$ cat src/inc/cmt_pkg.sv
// package of constants and types for the converter mode, trim and offset register bank
package cmt_pkg;

   // ***************************************************************
   // register pointers
   // ***************************************************************
   localparam logic [7:0] CMT_PTR_CONFIG = 8'h0A; // pointer of the register holding the mode field
   localparam logic [7:0] CMT_PTR_POS_TRIM = 8'h0B; // positive trim dac setup
   localparam logic [7:0] CMT_PTR_NEG_TRIM = 8'h0C; // negative trim dac setup
   localparam logic [7:0] CMT_PTR_OFS_HI = 8'h0D; // offset coefficient, high byte
   localparam logic [7:0] CMT_PTR_OFS_LO = 8'h0E; // offset coefficient, low byte

   // ***************************************************************
   // field positions and reset values
   // ***************************************************************
   localparam int CMT_MODE_MSB = 2; // mode field top bit
   localparam int CMT_TRIM_EN_BIT = 7; // trim enable position
   localparam logic [7:0] CMT_CONFIG_RST = 8'h00; // mode field resets to idle
   localparam logic [7:0] CMT_TRIM_RST = 8'h00; // trim disconnected, code zero
   localparam logic [15:0] CMT_OFS_RST = 16'h8000; // offset coefficient midscale
   localparam logic [6:0] CMT_TRIM_CODE_MAX = 7'h7F; // full seven-bit trim code range

   // ***************************************************************
   // converter modes
   // ***************************************************************
   typedef enum logic [2:0] {
      CMT_MODE_IDLE = 3'h0,
      CMT_MODE_CONT = 3'h1,
      CMT_MODE_SINGLE = 3'h2,
      CMT_MODE_PDOWN = 3'h3,
      CMT_MODE_RSV4 = 3'h4,
      CMT_MODE_OFS_CAL = 3'h5,
      CMT_MODE_GAIN_CAL = 3'h6,
      CMT_MODE_RSV7 = 3'h7
   } cmt_mode_type;

   // trim dac setup as driven to the analog core
   typedef struct packed {
      logic enable; // dac connected to its input
      logic [6:0] code; // dac value
   } cmt_trim_type;

   // register write and read port
   typedef struct packed {
      logic wr; // one-cycle write strobe
      logic rd; // one-cycle read strobe
      logic [7:0] ptr; // register pointer
      logic [7:0] wdata; // write byte
   } cmt_req_type;

endpackage

$ cat src/rtl/cmt_offset_sub.sv
// offset removal stage: subtracts the scaled coefficient from a raw result
`timescale 1ns/100ps
`default_nettype none
module cmt_offset_sub (
   input wire logic sys_clk,
   input wire logic nrst,
   input wire logic raw_valid,
   input wire logic [23:0] raw_data,
   input wire logic [15:0] offset_coef,
   output logic out_valid,
   output logic [23:0] out_data
);
   import cmt_pkg::*;

   // ***************************************************************
   // arithmetic
   // ***************************************************************
   // coefficient is signed about midscale; one lsb is worth 2^5 result lsbs, so
   // the coefficient span is an eighth of the 8 pF result span (1 pF), lsb near 16 aF
   // a shift of 4 would leave only half a picofarad of correction range
   wire logic signed [16:0] ofs_signed;
   wire logic signed [24:0] ofs_scaled;
   wire logic signed [24:0] diff;
   assign ofs_signed = $signed({1'b0, offset_coef}) - $signed({1'b0, CMT_OFS_RST});
   assign ofs_scaled = {{3{ofs_signed[16]}}, ofs_signed, 5'h00};
   assign diff = $signed({1'b0, raw_data}) - ofs_scaled;

   // registered result; data passes one cycle after its strobe
   always_ff @(posedge sys_clk or negedge nrst) begin
      if (!nrst) begin
         out_valid <= 1'b0;
         out_data <= 24'h000000;
      end else begin
         out_valid <= raw_valid;
         out_data <= diff[23:0];
      end
   end

endmodule
`default_nettype wire

$ cat src/rtl/cmt_regs.sv
// register bank for converter mode, trim dac setup and capacitive offset coefficient
// Behaviour
// - decode mode codes to converter operations
// - positive trim enable bit 7 connects dac
// - positive trim code in bits 6:0
// - negative trim enable bit 7 connects dac
// - negative trim code in bits 6:0
// - trim registers at 0x0B/0x0C, reset zero
// - 16-bit offset at 0x0D/0x0E, reset 0x8000
// - offset subtracted digitally from capacitive result
// - offset calibration overwrites coefficient automatically
// - coefficient lsb under 32 aF, 1 pF span
// - one coefficient shared by both channels
`timescale 1ns/100ps
`default_nettype none
module cmt_regs (
   input wire logic sys_clk,
   input wire logic nrst,
   input wire cmt_pkg::cmt_req_type req,
   output logic [7:0] rdata,
   output logic rvalid,
   output cmt_pkg::cmt_mode_type mode,
   output logic conv_run,
   output logic pdown,
   output logic ofs_cal_run,
   output logic gain_cal_run,
   output cmt_pkg::cmt_trim_type positive_trim,
   output cmt_pkg::cmt_trim_type negative_trim,
   output logic [15:0] offset_coef,
   input wire logic cal_done,
   input wire logic [15:0] cal_zero_value,
   input wire logic raw_valid,
   input wire logic [23:0] raw_data,
   output logic res_valid,
   output logic [23:0] res_data
);
   import cmt_pkg::*;

   // ***************************************************************
   // decode helpers
   // ***************************************************************
   // true when the request pointer equals the given pointer, with or without a strobe
   function automatic logic hit(input cmt_req_type r, input logic [7:0] p);
      hit = r.ptr == p;
   endfunction

   // registers
   logic [2:0] mode_q; // mode field
   logic [7:0] pos_trim_q; // positive trim register
   logic [7:0] neg_trim_q; // negative trim register
   logic [15:0] ofs_q; // offset coefficient
   logic [7:0] rdata_q; // read byte
   logic rvalid_q; // read answer strobe

   // named write decodes
   wire logic wr_cfg;
   wire logic wr_pos;
   wire logic wr_neg;
   wire logic wr_ofs_hi;
   wire logic wr_ofs_lo;
   assign wr_cfg = req.wr && hit(req, CMT_PTR_CONFIG);
   assign wr_pos = req.wr && hit(req, CMT_PTR_POS_TRIM);
   assign wr_neg = req.wr && hit(req, CMT_PTR_NEG_TRIM);
   assign wr_ofs_hi = req.wr && hit(req, CMT_PTR_OFS_HI);
   assign wr_ofs_lo = req.wr && hit(req, CMT_PTR_OFS_LO);

   // ***************************************************************
   // mode field
   // ***************************************************************
   // mode lives in bits 2:0 of the config byte
   always_ff @(posedge sys_clk or negedge nrst) begin
      if (!nrst) begin
         mode_q <= CMT_CONFIG_RST[CMT_MODE_MSB:0];
      end else if (cal_done && mode_q == CMT_MODE_OFS_CAL) begin
         // offset calibration mode falls back to idle when the core finishes; gain calibration stays set
         mode_q <= CMT_MODE_IDLE;
      end else if (wr_cfg) begin
         mode_q <= req.wdata[CMT_MODE_MSB:0];
      end
   end

   // map field codes onto core controls
   wire cmt_mode_type mode_dec;
   assign mode_dec = cmt_mode_type'(mode_q);
   logic run_d;
   logic pdown_d;
   logic ofs_d;
   logic gain_d;
   always_comb begin
      run_d = 1'b0;
      pdown_d = 1'b0;
      ofs_d = 1'b0;
      gain_d = 1'b0;
      unique case (mode_dec)
         CMT_MODE_IDLE: ;
         CMT_MODE_CONT: run_d = 1'b1;
         CMT_MODE_SINGLE: run_d = 1'b1;
         CMT_MODE_PDOWN: pdown_d = 1'b1;
         CMT_MODE_OFS_CAL: ofs_d = 1'b1;
         CMT_MODE_GAIN_CAL: gain_d = 1'b1;
         CMT_MODE_RSV4: ;
         CMT_MODE_RSV7: ;
      endcase
   end

   // ***************************************************************
   // trim dac setup
   // ***************************************************************
   // both trim registers reset to disconnected, code zero
   always_ff @(posedge sys_clk or negedge nrst) begin
      if (!nrst) begin
         pos_trim_q <= CMT_TRIM_RST;
         neg_trim_q <= CMT_TRIM_RST;
      end else begin
         if (wr_pos) begin
            pos_trim_q <= req.wdata;
         end
         if (wr_neg) begin
            neg_trim_q <= req.wdata;
         end
      end
   end

   // ***************************************************************
   // offset coefficient
   // ***************************************************************
   // calibration result wins over a host write in the same cycle
   // a single coefficient serves every capacitive channel
   always_ff @(posedge sys_clk or negedge nrst) begin
      if (!nrst) begin
         ofs_q <= CMT_OFS_RST;
      end else if (cal_done && mode_q == CMT_MODE_OFS_CAL) begin
         ofs_q <= cal_zero_value;
      end else begin
         // coefficient spans two byte pointers, high first
         if (wr_ofs_hi) begin
            ofs_q[15:8] <= req.wdata;
         end
         if (wr_ofs_lo) begin
            ofs_q[7:0] <= req.wdata;
         end
      end
   end

   // ***************************************************************
   // read path
   // ***************************************************************
   // unmapped pointers read zero; reserved config bits read zero
   logic [7:0] rd_mux;
   always_comb begin
      rd_mux = 8'h00;
      if (hit(req, CMT_PTR_CONFIG)) begin
         rd_mux = {5'h00, mode_q};
      end else if (hit(req, CMT_PTR_POS_TRIM)) begin
         rd_mux = pos_trim_q;
      end else if (hit(req, CMT_PTR_NEG_TRIM)) begin
         rd_mux = neg_trim_q;
      end else if (hit(req, CMT_PTR_OFS_HI)) begin
         rd_mux = ofs_q[15:8];
      end else if (hit(req, CMT_PTR_OFS_LO)) begin
         rd_mux = ofs_q[7:0];
      end
   end

   // host reads back the coefficient to keep per-channel copies
   always_ff @(posedge sys_clk or negedge nrst) begin
      if (!nrst) begin
         rdata_q <= 8'h00;
         rvalid_q <= 1'b0;
      end else begin
         rvalid_q <= req.rd;
         if (req.rd) begin
            rdata_q <= rd_mux;
         end
      end
   end

   // ***************************************************************
   // registered core outputs
   // ***************************************************************
   always_ff @(posedge sys_clk or negedge nrst) begin
      if (!nrst) begin
         conv_run <= 1'b0;
         pdown <= 1'b0;
         ofs_cal_run <= 1'b0;
         gain_cal_run <= 1'b0;
         mode <= CMT_MODE_IDLE;
         positive_trim <= '0;
         negative_trim <= '0;
         offset_coef <= CMT_OFS_RST;
      end else begin
         conv_run <= run_d;
         pdown <= pdown_d;
         ofs_cal_run <= ofs_d;
         gain_cal_run <= gain_d;
         mode <= mode_dec;
         // enable bit gates the positive dac connection
         positive_trim.enable <= pos_trim_q[CMT_TRIM_EN_BIT];
         // positive code taken from low seven bits
         positive_trim.code <= pos_trim_q[6:0];
         // enable bit gates the negative dac connection
         negative_trim.enable <= neg_trim_q[CMT_TRIM_EN_BIT];
         // negative code taken from low seven bits
         negative_trim.code <= neg_trim_q[6:0];
         offset_coef <= ofs_q;
      end
   end

   assign rdata = rdata_q;
   assign rvalid = rvalid_q;

   // ***************************************************************
   // offset removal
   // ***************************************************************
   // digital subtraction of the coefficient
   // scaling of one lsb is fixed inside the stage
   cmt_offset_sub u_sub (
      .sys_clk(sys_clk),
      .nrst(nrst),
      .raw_valid(raw_valid),
      .raw_data(raw_data),
      .offset_coef(ofs_q),
      .out_valid(res_valid),
      .out_data(res_data)
   );

   // ***************************************************************
   // checks
   // ***************************************************************
   trim_reset_a: assert property (
      @(posedge sys_clk) $rose(nrst) |-> pos_trim_q == 8'h00 && neg_trim_q == 8'h00)
      else $error("trim registers not zero after reset");

   ofs_reset_a: assert property (
      @(posedge sys_clk) $rose(nrst) |-> ofs_q == 16'h8000)
      else $error("offset coefficient not midscale after reset");

   pos_trim_out_a: assert property (
      @(posedge sys_clk) disable iff (!nrst)
      wr_pos ##2 1 |-> positive_trim.enable == $past(req.wdata[7], 2))
      else $error("positive trim enable not applied");

   neg_code_out_a: assert property (
      @(posedge sys_clk) disable iff (!nrst)
      wr_neg ##2 1 |-> negative_trim.code == $past(req.wdata[6:0], 2))
      else $error("negative trim code not applied");

   cal_update_a: assert property (
      @(posedge sys_clk) disable iff (!nrst)
      cal_done && mode_q == 3'h5 |=> ofs_q == $past(cal_zero_value) && mode_q == 3'h0)
      else $error("calibration did not update coefficient");

   mode_field_a: assert property (
      @(posedge sys_clk) disable iff (!nrst)
      wr_cfg && !cal_done |=> mode_q == $past(req.wdata[2:0]))
      else $error("mode field not written");

   mode_decode_a: assert property (
      @(posedge sys_clk) disable iff (!nrst)
      mode_q == 3'h3 |=> pdown && !conv_run)
      else $error("power-down not decoded");

   reserved_mode_a: assert property (
      @(posedge sys_clk) disable iff (!nrst)
      (mode_q == 3'h4 || mode_q == 3'h7) |=> !conv_run && !pdown && !ofs_cal_run)
      else $error("reserved mode started an operation");

   ofs_write_a: assert property (
      @(posedge sys_clk) disable iff (!nrst)
      wr_ofs_lo && !cal_done |=> ofs_q[7:0] == $past(req.wdata))
      else $error("offset low byte not written");

   pos_code_out_a: assert property (
      @(posedge sys_clk) disable iff (!nrst)
      wr_pos ##2 1 |-> positive_trim.code == $past(req.wdata[6:0], 2))
      else $error("positive trim code not applied");

   neg_en_out_a: assert property (
      @(posedge sys_clk) disable iff (!nrst)
      wr_neg ##2 1 |-> negative_trim.enable == $past(req.wdata[7], 2))
      else $error("negative trim enable not applied");

   ofs_hi_write_a: assert property (
      @(posedge sys_clk) disable iff (!nrst)
      wr_ofs_hi && !cal_done |=> ofs_q[15:8] == $past(req.wdata))
      else $error("offset high byte not written");

   stray_cal_a: assert property (
      @(posedge sys_clk) disable iff (!nrst)
      cal_done && mode_q != 3'h5 && !wr_ofs_hi && !wr_ofs_lo |=> ofs_q == $past(ofs_q))
      else $error("calibration outside offset mode changed coefficient");

   gain_decode_a: assert property (
      @(posedge sys_clk) disable iff (!nrst)
      mode_q == 3'h6 |=> gain_cal_run && !ofs_cal_run && !conv_run)
      else $error("gain calibration not decoded");

   trim_read_a: assert property (
      @(posedge sys_clk) disable iff (!nrst)
      req.rd && req.ptr == 8'h0B |=> rvalid && rdata == $past(pos_trim_q))
      else $error("positive trim read back wrong");

   zero_offset_a: assert property (
      @(posedge sys_clk) disable iff (!nrst)
      raw_valid && ofs_q == 16'h8000 |=> res_valid && res_data == $past(raw_data))
      else $error("midscale coefficient altered the result");

endmodule
`default_nettype wire

$ cat config.mk
export PLATFORM = sky130hd
export DESIGN_NAME = cmt_regs
export DESIGN_NICKNAME = d
export VERILOG_FILES = /design/src/inc/cmt_pkg.sv /design/src/rtl/cmt_offset_sub.sv /design/src/rtl/cmt_regs.sv
export SDC_FILE = /design/constraint.sdc
export NUM_CORES = 1
export LEC_CHECK = 0
export BUFFER_PORTS_ARGS = -buffer_cell sky130_fd_sc_hd__buf_2
export CAP_MARGIN = 25
export CORE_ASPECT_RATIO = 1.4
export CORE_MARGIN = 3
export CORE_UTILIZATION = 35
export CTS_CLUSTER_SIZE = 20
export DETAILED_ROUTE_END_ITERATION = 10
export PLACE_DENSITY = 0.61
export RECOVER_POWER = 100
export SETUP_SLACK_MARGIN = 0.5
export SLEW_MARGIN = 20
export SYNTH_ARGS = -nofsm -noshare
export SYNTH_HDL_FRONTEND = slang
export SYNTH_HIERARCHICAL = 1
export SYNTH_SLANG_ARGS = --single-unit
$ cat constraint.sdc
create_clock -name sys_clk -period 2.7 [get_ports sys_clk]
set_clock_uncertainty 0.1 [all_clocks]
set_input_delay 0 -clock sys_clk [delete_from_list [all_inputs] [get_ports sys_clk]]
set_output_delay 0 -clock sys_clk [all_outputs]
set_load 0.01 [all_outputs]
# Word-level counts from Yosys, hierarchy flattened
# Index checks and enable logic that the tools add are counted.
[op_classes] add_sub_neg=2 multipliers=0 div_mod_pow=0 order_cmp=0 eq_ne=10 n_shift=0 muxes=14 n_bitwise=0 n_reduce_logical=10
[ops] op="two-way mux 8 bit" n=7
[ops] op="== test 8 x 4 -> 1 bit, second input constant" n=5
[ops] op="subtractor 24 x 22 -> 24 bit" n=1
[ops] op="subtractor 16 x 16 -> 17 bit, second input constant" n=1
[ops] op="two-way mux 16 bit" n=1
[ops] op="== test 3 x 2 -> 1 bit, second input constant" n=2
[ops] op="== test 3 bit, second input constant" n=2
[ops] op="logical AND 1 bit" n=6
[ops] op="two-way mux 3 bit" n=2
[ops] op="nonzero test 2 bit" n=3
[ops] op="two-way mux 1 bit" n=4
[ops] op="== test 3 x 1 -> 1 bit, second input constant" n=1
[ops] op="OR reduction 2 bit" n=1
[word_totals] regBits=108 latch_bits=0 ram_bits=0 mem_bits_ro=0 in_bits=62 output_inout_bits=73 wordCells=55 memories=0

# Longest topological paths before layout
# Gate-level depths: netlist of the first run.
[depth] word_depth=6 ltp_mapped=9 ltp_nobuf=9

# Modules after synthesis
# Netlist of the first run, hierarchy kept.
[by_module_without_submodules] mod="cmt_regs" instances=1 cells_per_inst=249 area_per_inst_um2=3199.3
[by_module_without_submodules] mod="cmt_offset_sub" instances=1 cells_per_inst=174 area_per_inst_um2=1652.8

# Worst setup path after synthesis of the first run
# No wires, ideal clock.
[synth_path] kind="register to register" start="reg ofs_q[0]" end="reg u_sub.out_data[17]" setup_ns=0.080 arrival_time_ns=1.908 required_ns=2.520 setup_slack_ns=0.612 stages_incl_launch_ff=9 n_path_buf=0 synth_period_minus_slack_ns=2.088 path_cell_list="dfrtp_1 -> ha_1 -> inv_1 -> fa_1 -> a21o_1 -> a221oi_4 -> o31ai_2 -> a31oi_1 -> xnor2_1"
[synth_between] elab_chain_len=2
[synth_rtl] element="start, declared" line_no="cmt_regs.sv:51" text="logic [15:0] ofs_q;"
[synth_rtl] element="start signal, assigned" line_no="cmt_regs.sv:133" text="ofs_q <= cal_zero_value;"
[synth_rtl] element="start signal, assigned" line_no="cmt_regs.sv:140" text="ofs_q[7:0] <= req.wdata;"
[synth_rtl] element="subtractor 16 x 16 -> 17 bit" line_no="cmt_offset_sub.sv:24" text="assign ofs_signed = $signed({1'b0, offset_coef}) - $signed({1'b0, CMT_OFS_RST});"
[synth_rtl] element="subtractor 24 x 22 -> 24 bit" line_no="cmt_offset_sub.sv:26" text="assign diff = $signed({1'b0, raw_data}) - ofs_scaled;"
[synth_rtl] element="via u_sub.diff[17]" line_no="cmt_offset_sub.sv:23" text="wire logic signed [24:0] diff;"
[synth_rtl] element="end signal, assigned" line_no="cmt_offset_sub.sv:35" text="out_data <= diff[23:0];"
[synth_rtl] element="end, declared" line_no="cmt_offset_sub.sv:11" text="output logic [23:0] out_data"
# The timed path passes the listed nets, and every way through them passes these cells.
# A chain may end at the register's enable or synchronous reset.

# Final worst setup path of the first run
[layout_path] start="reg ofs_q[0]" end="reg u_sub.out_data[21]"
# The elaborated chain is that of the path after synthesis.

==> results.md, run 1 <==
- Via Count: 3956
- CTS Buf Count: 9
- Asr flop ratio synth: 100%
- Min Tclk post-route: 2.33 ns
- Cells after synthesis: 423
- Number of port buffers: 134
- Initial antenna violation count: 0
- Clock tree root driver cell: clkbuf_16
- Final-report hold violation count: 1
- Post-Synthesis Cell Area: 0.00485 mm2
- Layout net count: about 700
- Skew-Pair Late Insertion Delay: 0.35 ns
- Leakage: 2.97 nW
- Post-synth net total: ~500
- Max-cap violations: 0
- Area contributors post-synth: dfrtp_1 (55%), ha_1 (4.6%), a21oi_1 (4.4%), mux2i_1 (4.1%), mux2_2 (3.7%)
- H-tree depth: 3
- Worst reg-to-reg path cell count: 8
- Failing checks: hold timing
- Clock sinks: 108
- CTS tree: done
- Wire per inst: 16.6 um
- Synth-to-Final Area Change: 33.1%
- IO Count: 135
- Number of filler cells placed in the layout: 1281
- Max clock buf depth: 2
- Starting DRT DRC Count: roughly 140
- Cell variety after synth: 56
- Share of the synthesized area in the top cell type: 54.7%
- Final Non-Filler Cells: ~800
- DRC viols: 0
- Critical-path cell list: ha_1 > clkinv_1 > fa_1 > a21o_1 > a221oi_4 > o21ai_0 > a21oi_2 > xnor2_1
- Post-DP Area: 0.00573 mm2
- Worst path max stage delay: 0.40 ns
- Area of the multi-input gates: 0.00198 mm2
- RSZ-0062 raised after global routing: yes
- Yosys warning count: 6
- Peak VDD IR: between 0.2 and 0.3 mV
- CP max-delay cell: fa_1
- Fin Hold WS: -0.00502 ns
- Fin Setup TNS: 0 ns
- Die width: 106 um
- FF-to-FF End: u_sub/out_data[21]
- Clock transition at path regs: roughly 0.070 ns
- Grt ovf: 0
- Post-DR vias/cell: 4.94
- Die H: roughly 150 um
- Post-synthesis sequential element count: 108
- Final slew viol count: 0
- Leading area contributor after synthesis: dfrtp_1
- Core box area: roughly 0.013 mm2
- Initial Util: a little over a third
- Drt pass-1 iters: 4
- Vias in the first global route: 4214
- Arr. time, crit path: roughly 2.5 ns
- R2r setup slk: 0.37 ns
- CP Class: flip-flop to flip-flop
- Row count: 50
- Period utilization: between 80% and 90%
- Critical Path Start: ofs_q[0]
- Post-placement cell count: 729
- Syn_area_per_cell: between 10 and 15 um2
- Cell Pwr Density: 619 mW/mm2
- Post-synth EDFFs: 0
- Cell area after layout: 0.00646 mm2
- Worst setup path end: u_sub/out_data[21]
- Placer Congestion: 0.912
- ANT cells: 0
- Min-Delay Path Depth: 3
- Largest net degree at the start of global routing: 47
- # setup viols final: 0
- Crit path launch type: flip-flop
- Max Freq: 430 MHz
- Slew margin rel.: 22.7%
- First-pass GRT wire length: 21500 um
- Crit-path max FO: 5
- Aggregate global-route resource usage: 17.8%
- Register area: 0.00271 mm2
- Reg2reg start: ofs_q[0]
- Most common cell in the netlist: dfrtp_1
- Crit path capture type: flip-flop
- Share of layout cells above drive strength 1: 18.1%
- Die footprint: approximately 0.015 mm2
- Worst-margin pin slew: 1.16 ns
- Remaining antenna violation count: 0
- Commonest cells post-synth: dfrtp_1 (106), a21oi_1 (43), nor2_1 (29)
- Register area share after synthesis: approximately 56%
- Post-Route WL: 13300 um
- Worst EP required: around 2.9 ns
- Worst hold path type: input pin to flip-flop
- Ys flop type: dfrtp_1
- HPWL Detailed: 9870 um
- Status: finished with violations
stage by stage:
step	total power, mW	setup slack (ns)	utilization (%)
floorplan	2.33	0.612	-
global placement	2.66	0.444	42.6
detailed placement	2.67	0.398	42.6
CTS	4.09	0.481	48.6
global route	4.22	0.216	48.0
finish	4.00	0.373	48.0
logic make-up after synthesis:
| family | count (synthesis) | synth area share (%) |
|---|---|---|
| buf+inv | 40 | 3.33 |
| flops | 108 | 55.8 |
| simple gates | 94 | 9.72 |
| mux | 36 | 7.84 |
| compound gates | 108 | 15.1 |
| fa+ha+maj | 19 | 5.05 |
| xor+xnor | 18 | 3.25 |
layer usage:
layer | track usage, % | share of wire, % | vias to the layer above
li1 | - | - | 1889
met1 | 20.7 | 40 | 1919
met4 | 8.10 | 3.4 | 0
met3 | 3.29 | 4.7 | 35
met5 | 0 | 0 | -
met2 | 31.6 | 52 | 113
cell usage in the layout (no fill, tap or decap), drive strengths merged, types with 13 or more instances in the layout:
master       synthesis  routed
nand2               28      28
dlygate4sd3          0      50
mux2i               20      20
ha                  18      18
a21oi               44      44
inv                 24      25
o21a                13      13
mux2                16      16
clkbuf               8      91
buf                  8      64
dfrtp              106     106
nor2                30      30
how the worst min path moves through the flow:
| stage | from | to | slack [ns] |
|---|---|---|---|
| detailed placement | nrst | u_sub/out_data[4] | -0.05 |
| global route | raw_data[17] | u_sub/out_data[17] | 0.02 |
| CTS | raw_data[21] | u_sub/out_data[21] | 0.004 |
| global placement | nrst | u_sub/out_data[3] | -0.06 |
| floorplan | nrst | conv_run | -0.40 |
| finish | raw_data[17] | u_sub/out_data[17] | -0.005 |
registers in the layout, indices dropped and copies added (netlist names):
register,count
ofs_q,16
u_sub/out_data,24
negative_trim,8
conv_run,1
mode_dec,3
rvalid,1
gain_cal_run,1
pdown,1
positive_trim,8
mode,3
ofs_cal_run,1
u_sub/out_valid,1
rdata,8
pos_trim_q,8
offset_coef,16
neg_trim_q,8
area by class of cell:
cell class | instances | area share (%)
repair buffers | 196 | 17.8
well taps | 182 | 3.53
clock buffers | 9 | 3.49
flip-flops and latches | 108 | 41.9
clock inverters | 7 | 1.16
inverters | 24 | 1.40
multi-input cells | 275 | 30.7
timing repair:
item	CTS	global route
setup buffers	2	4
hold buffers	50	0
setup endpoints to repair	5	14
pin swaps	2	7
endpoints found under the hold margin	100	0
gates resized for setup	0	12
worst max-delay path, delay by kind of cell, from the launching register on:
family / cells / cell delay (ns)
compound gates: 4 / 1.02
xor+xnor: 1 / 0.12
fa+ha+maj: 2 / 0.57
buf+inv: 1 / 0.08
flops: 1 / 0.35
where the power goes:
part | internal (mW) | total, mW | switching (mW)
clock | 0.726 | 1.33 | 0.602
combinational | 0.342 | 0.805 | 0.463
sequential | 1.79 | 1.87 | 0.0814
total | 2.85 | 4.00 | 1.15
Note: power is estimated with default switching activity, not from simulation.
==> run 2: changes to the inputs <==
Clock period 2.7 ns to 2.2 ns, I/O delays scaled along.
==> results.md, run 2 (synthesized netlist as in run 1, its figures left out) <==
- Wire per inst: 17.3 um (was 16.6 um)
- Die H: 145 um (unchanged)
- Grt ovf: 0 (unchanged)
- Cell Pwr Density: 746 mW/mm2 (was 619 mW/mm2)
- Vias in the first global route: 4389 (was 4214)
- Layout net count: 725 (was 695)
- Largest register FFs: 24 (unchanged)
- Number of filler cells placed in the layout: 1226 (was 1281)
- Clock transition at path regs: 0.07 ns (about the same)
- Row count: 50 (unchanged)
- Cts hold-fix bufs: 48 (was 50)
- Die footprint: 0.0153 mm2 (unchanged)
- Max Freq: 469 MHz (was 430 MHz)
- Final-report hold violation count: 4 (was 1)
- Post-Route WL: 14400 um (was 13300 um)
- Share of layout cells above drive strength 1: 27.7% (was 18.1%)
- FF-to-FF End: u_sub/out_data[17] (was u_sub/out_data[21])
- Starting DRT DRC Count: 146 (was 142)
- Core box area: 0.0135 mm2 (unchanged)
- Most frequent cells in the layout: dfrtp_1 (105), clkbuf_1 (89), buf_2 (59) (was dfrtp_1 (106), clkbuf_1 (78), buf_2 (58))
- CTS tree: done (unchanged)
- Final Non-Filler Cells: 831 (was 801)
- Via Count: 4070 (was 3956)
- H-tree depth: 3 (unchanged)
- Status: finished with violations (unchanged)
- RSZ-0062 raised after global routing: yes (unchanged)
- # setup viols final: 0 (unchanged)
- Initial Util: 36.1% (unchanged)
- Crit path launch type: flip-flop (unchanged)
- Crit path capture type: flip-flop (unchanged)
- Worst reg-to-reg path cell count: 9 (was 8)
- CP Class: flip-flop to flip-flop (unchanged)
- Max clock buf depth: 2 (unchanged)
- Final slew viol count: 0 (unchanged)
- Critical Path Start: ofs_q[0] (unchanged)
- Setup ws final: 0.0687 ns (was 0.373 ns)
- Initial antenna violation count: 0 (unchanged)
- Largest Register: u_sub/out_data (unchanged)
- Slew margin rel.: 45.5% (was 22.7%)
- Crit-path max FO: 5 (unchanged)
- Remaining antenna violation count: 0 (unchanged)
- CTS Buf Count: 9 (unchanged)
- Min-delay src: raw_data[6] (was raw_data[17])
- Commonest non-fill, non-tap cell in the layout: dfrtp_1 (unchanged)
- Clock sinks: 108 (unchanged)
- Worst EP required: 2.36 ns (was 2.87 ns)
- Worst hold path type: input pin to flip-flop (unchanged)
- Largest net degree at the start of global routing: 54 (was 47)
- Peak VDD IR: 0.322 mV (was 0.260 mV)
- Min Tclk post-route: 2.13 ns (was 2.33 ns)
- R2r setup slk: 0.07 ns (was 0.37 ns)
- Register area: 0.00271 mm2 (about the same)
- Reg2reg start: ofs_q[0] (unchanged)
- Area of the multi-input gates: 0.00237 mm2 (was 0.00198 mm2)
- DRC viols: 0 (unchanged)
- Post-placement cell count: 741 (was 729)
- Number of port buffers: 134 (unchanged)
- ANT cells: 0 (unchanged)
- First-pass GRT wire length: 22800 um (was 21500 um)
- Biggest registers after layout: u_sub/out_data (24), offset_coef (16), ofs_q (16) (unchanged)
- Die width: 106 um (unchanged)
- Drt pass-1 iters: 4 (unchanged)
- Leakage: 3.16 nW (was 2.97 nW)
- IO Count: 135 (unchanged)
- HPWL Detailed: 10400 um (was 9870 um)
- Worst Setup Slack post-DPL: 0.0762 ns (was 0.398 ns)
- Skew-Pair Late Insertion Delay: 0.34 ns (was 0.35 ns)
- Placer Congestion: 0.828 (was 0.912)
- Clock tree root driver cell: clkbuf_16 (unchanged)
- Max-cap violations: 0 (unchanged)
- Fin Hold WS: -0.0796 ns (was -0.00502 ns)
- Synth-to-Final Area Change: 45.8% (was 33.1%)
- Failing checks: hold timing (unchanged)
- Arr. time, crit path: 2.29 ns (was 2.50 ns)
- Worst setup path end: u_sub/out_data[17] (was u_sub/out_data[21])
- Aggregate global-route resource usage: 18.8% (was 17.8%)
- Period utilization: 96.9% (was 86.2%)
- Post-DR vias/cell: 4.90 (was 4.94)
- Worst-margin pin slew: 0.818 ns (was 1.16 ns)
run 2: layout make-up:
class	count	area share (%)
Inverter	24	1.27
Clock buffer	10	3.38
Multi-Input combinational cell	275	33.6
Timing Repair Buffer	226	19.3
Clock inverter	6	1.01
Tap cell	182	3.22
Sequential cell	108	38.3
run 2: worst max-delay path, stage by stage (launching register included):
cell and delay (ns):
dfrtp_1 0.36, ha_2 0.20, inv_2 0.04, fa_2 0.34, a21o_1 0.21, a221oi_4 0.24, buf_6 0.18, o31ai_4 0.07
a31oi_1 0.17, xnor2_1 0.14
run 2: through the flow:
step                      TNS, ns  util (%)  cell area (um2)  power [mW]
after floorplan                 0         -             4900        2.89
after global routing      -0.0237      52.6             7070        5.53
final                           0      52.6             7070        5.28
after global placement          0      43.7             5870        3.35
after detailed placement        0      43.7             5870        3.35
after CTS                       0      52.4             7040        5.30
run 2: worst min path at each step:
stage | slack [ns] | cells past startpoint | endpoint
final | -0.08 | 2 | u_sub/out_data[6]
after detailed placement | -0.12 | 1 | u_sub/out_data[2]
after global routing | -0.09 | 2 | u_sub/out_data[6]
after global placement | -0.13 | 1 | u_sub/out_data[2]
after CTS | -0.12 | 2 | u_sub/out_data[6]
after floorplan | -0.40 | 0 | conv_run
run 2: timing repair:
item,in CTS,in global routing
pin swaps,19,14
cloned,0,0
setup endpoints to repair,21,30
resized for setup,46,31
setup buffers,17,9
hold endpoints to repair,168,4
run 2: routing by layer:
metal / vias up / wire, um / GRT usage (%)
li1: 1945 / - / -
met1: 1983 / 5790 / 22.3
met2: 113 / 7590 / 33.9
met3: 29 / 544 / 3.12
met4: 0 / 449 / 6.87
met5: - / 0 / 0
run 2: power breakdown:
part | internal, mW | switching (mW) | total [mW]
Clock | 0.924 | 0.736 | 1.66
Sequential | 2.19 | 0.0857 | 2.28
Combinational | 0.618 | 0.725 | 1.34
Total | 3.73 | 1.55 | 5.28
==> run 3: changes to the inputs <==
Settings changed: BUFFER_PORTS_ARGS -buffer_cell sky130_fd_sc_hd__buf_2 to unset, CORE_MARGIN 3 to unset, DONT_BUFFER_PORTS set to 1, PLACE_DENSITY 0.61 to 0.53.
==> results.md, run 3 (synthesized netlist as in run 1, its figures left out) <==
- Status: finished with violations (unchanged)
- Failing checks: hold timing (unchanged)
- Core box area: 0.0135 mm2 (unchanged)
- Crit-path max FO: 5 (unchanged)
- First-pass GRT wire length: 21800 um (was 22800 um)
- Min Tclk post-route: 2.09 ns (was 2.13 ns)
- Share of layout cells above drive strength 1: 21.2% (was 27.7%)
- Worst-margin pin slew: 0.818 ns (about the same)
- Die footprint: 0.0143 mm2 (was 0.0153 mm2)
- Remaining antenna violation count: 0 (unchanged)
- Internal power: 3.59 mW (was 3.73 mW)
- Initial antenna violation count: 0 (unchanged)
- Initial Util: 36.1% (unchanged)
- Final-report hold violation count: 117 (was 4)
- Final slew viol count: 0 (unchanged)
- WP buf/inv: 2 (unchanged)
- IO Count: 135 (unchanged)
- Most frequent cells in the layout: dfrtp_1 (106), dlygate4sd3_1 (51), a21oi_1 (34) (was dfrtp_1 (105), clkbuf_1 (89), buf_2 (59))
- Logic pwr share: 19.9% (was 25.4%)
- Max clock buf depth: 2 (unchanged)
- Grt ovf: 0 (unchanged)
- Drt pass-1 iters: 4 (unchanged)
- CTS tree: done (unchanged)
- Post-DR vias/cell: 5.19 (was 4.90)
- Row count: 50 (unchanged)
- Via Count: 3636 (was 4070)
- Starting DRT DRC Count: 115 (was 146)
- Die width: 102 um (was 106 um)
- Max Freq: 478 MHz (was 469 MHz)
- ANT cells: 0 (unchanged)
- Arr. time, crit path: 2.27 ns (was 2.29 ns)
- CP max-delay cell: dfrtp_1 (unchanged)
- Number of filler cells placed in the layout: 1231 (was 1226)
- Post-DP Area: 0.00522 mm2 (was 0.00587 mm2)
- Cell Pwr Density: 786 mW/mm2 (was 746 mW/mm2)
- RSZ-0062 raised after global routing: yes (unchanged)
- Peak VDD IR: 0.365 mV (was 0.322 mV)
- Max-cap violations: 0 (unchanged)
- Critical-path cell list: ha_1 > inv_2 > fa_2 > a21o_1 > a221oi_4 > buf_6 > o31ai_4 > a31oi_1 > xnor2_1 (was ha_2 > inv_2 > fa_2 > a21o_1 > a221oi_4 > buf_6 > o31ai_4 > a31oi_1 > xnor2_1)
- P_sw: 1.47 mW (was 1.55 mW)
- Post-Route WL: 14000 um (was 14400 um)
- Period utilization: 95.1% (was 96.9%)
- Skew-Pair Late Insertion Delay: 0.35 ns (was 0.34 ns)
- Crit-path leading delay family: compound AO/OA/AOI/OAI gates (unchanged)
- Aggregate global-route resource usage: 20.3% (was 18.8%)
- Slew margin rel.: 45.2% (was 45.5%)
- Biggest registers after layout: u_sub/out_data (24), offset_coef (16), ofs_q (16) (unchanged)
- Wire per inst: 19.9 um (was 17.3 um)
- Crit path launch type: flip-flop (unchanged)
- Final core occ: 47.8% (was 52.6%)
- Placer Congestion: 0.825 (was 0.828)
- Clock tree root driver cell: clkbuf_16 (unchanged)
- Switching Share: 29.1% (was 29.3%)
- Worst Setup Slack post-DPL: 0.0851 ns (was 0.0762 ns)
- Worst EP required: 2.37 ns (was 2.36 ns)
- Largest Register: u_sub/out_data (unchanged)
- Worst hold path type: input pin to asynchronous set/reset pin (was input pin to flip-flop)
- Leakage: 2.80 nW (was 3.16 nW)
- Commonest non-fill, non-tap cell in the layout: dfrtp_1 (unchanged)
- Largest net degree at the start of global routing: 109 (was 54)
- HPWL Detailed: 9590 um (was 10400 um)
- Final Non-Filler Cells: 700 (was 831)
- Synth-to-Final Area Change: 32.6% (was 45.8%)
- Die H: 141 um (was 145 um)
- Fin Hold WS: -0.762 ns (was -0.0796 ns)
- Setup ws final: 0.108 ns (was 0.0687 ns)
- Cell area after layout: 0.00643 mm2 (was 0.00707 mm2)
- Vias in the first global route: 3886 (was 4389)
- Largest register FFs: 24 (unchanged)
- CP Class: flip-flop to flip-flop (unchanged)
- H-tree depth: 3 (unchanged)
- # setup viols final: 0 (unchanged)
- DRC viols: 0 (unchanged)
- Sequential fraction of design power: 46.9% (was 43.1%)
- Clock transition at path regs: 0.08 ns (was 0.07 ns)
- Clock sinks: 108 (unchanged)
- Worst path max stage delay: 0.35 ns (was 0.36 ns)
- Layout net count: 594 (was 725)
- Clock power frac: 33.2% (was 31.4%)
- Crit path capture type: flip-flop (unchanged)
- Number of port buffers: 0 (was 134)
- CTS Buf Count: 9 (unchanged)
- Fin Setup TNS: 0 ns (unchanged)
- Post-placement cell count: 611 (was 741)
run 3: changes by cell type in the layout (fill, tap and decap cells not counted), moves of 3 or more:
cell           before  now
clkbuf_1           89   19
dlygate4sd3_1      47   51
nand2_1            23   26
buf_2              59    0
buf_6               9    4
run 3: power by group through the flow:
| stage | logic, mW | clock network (mW) | registers, mW |
|---|---|---|---|
| 2_1_floorplan | 0.496 | 0 | 2.40 |
| 3_3_place_gp | 0.680 | 0 | 2.42 |
| 3_5_place_dp | 0.681 | 0 | 2.42 |
| 4_1_cts | 0.914 | 1.73 | 2.38 |
| 5_1_grt | 1.09 | 1.81 | 2.40 |
| 6_report | 1.01 | 1.68 | 2.37 |
run 3: per-layer routing:
metal	share of wire (%)	up-vias	wire length, um	track usage [%]
met4	2.8	0	389	8.01
met5	0	-	0	0
met3	4.5	25	627	4.73
met1	40	1805	5600	24.3
li1	-	1685	-	-
met2	53	121	7350	34.9
run 3: worst paths after layout:
path	from	end	slack [ns]	cells past startpoint
setup / recovery	ofs_q[0]	u_sub/out_data[17]	0.11	9
hold / removal	nrst	negative_trim[1]	-0.76	0
setup reg to reg	ofs_q[0]	u_sub/out_data[17]	0.11	9
hold reg to reg	neg_trim_q[7]	negative_trim[7]	0.31	0
max in group asynchronous	nrst	offset_coef[15]	2.53	0
min in group sys_clk	raw_data[6]	u_sub/out_data[6]	-0.23	1
run 3: area by class of cell:
| type | count | area, um2 | area share, % |
|---|---|---|---|
| well taps | 182 | 228 | 3.54 |
| repair buffers | 95 | 786 | 12.2 |
| inverters | 24 | 90.1 | 1.40 |
| multi-input cells | 275 | 2320 | 36.1 |
| flip-flops and latches | 108 | 2710 | 42.0 |
| clock buffers | 10 | 229 | 3.56 |
| clock inverters | 6 | 73.8 | 1.15 |
run 3: through the flow:
step | hold WS, ns | total power, mW
final | -0.762 | 5.06
after floorplan | -0.396 | 2.89
after global placement | -0.393 | 3.10
after CTS | -0.775 | 5.03
after detailed placement | -0.393 | 3.10
after global routing | -0.783 | 5.30
run 3: what timing repair did:
item	in CTS	in global routing
hold buffers	50	1
buffers inserted	10	12
setup endpoints to repair	21	20
endpoints found under the hold margin	177	117
pin swaps	18	25
gates resized for setup	40	32
run 3: worst register-to-register path, stage by stage, from the launching register on:
cell and delay (ns):
dfrtp_1 0.35, ha_1 0.17, inv_2 0.05, fa_2 0.33, a21o_1 0.21, a221oi_4 0.24, buf_6 0.17, o31ai_4 0.07
a31oi_1 0.20, xnor2_1 0.13
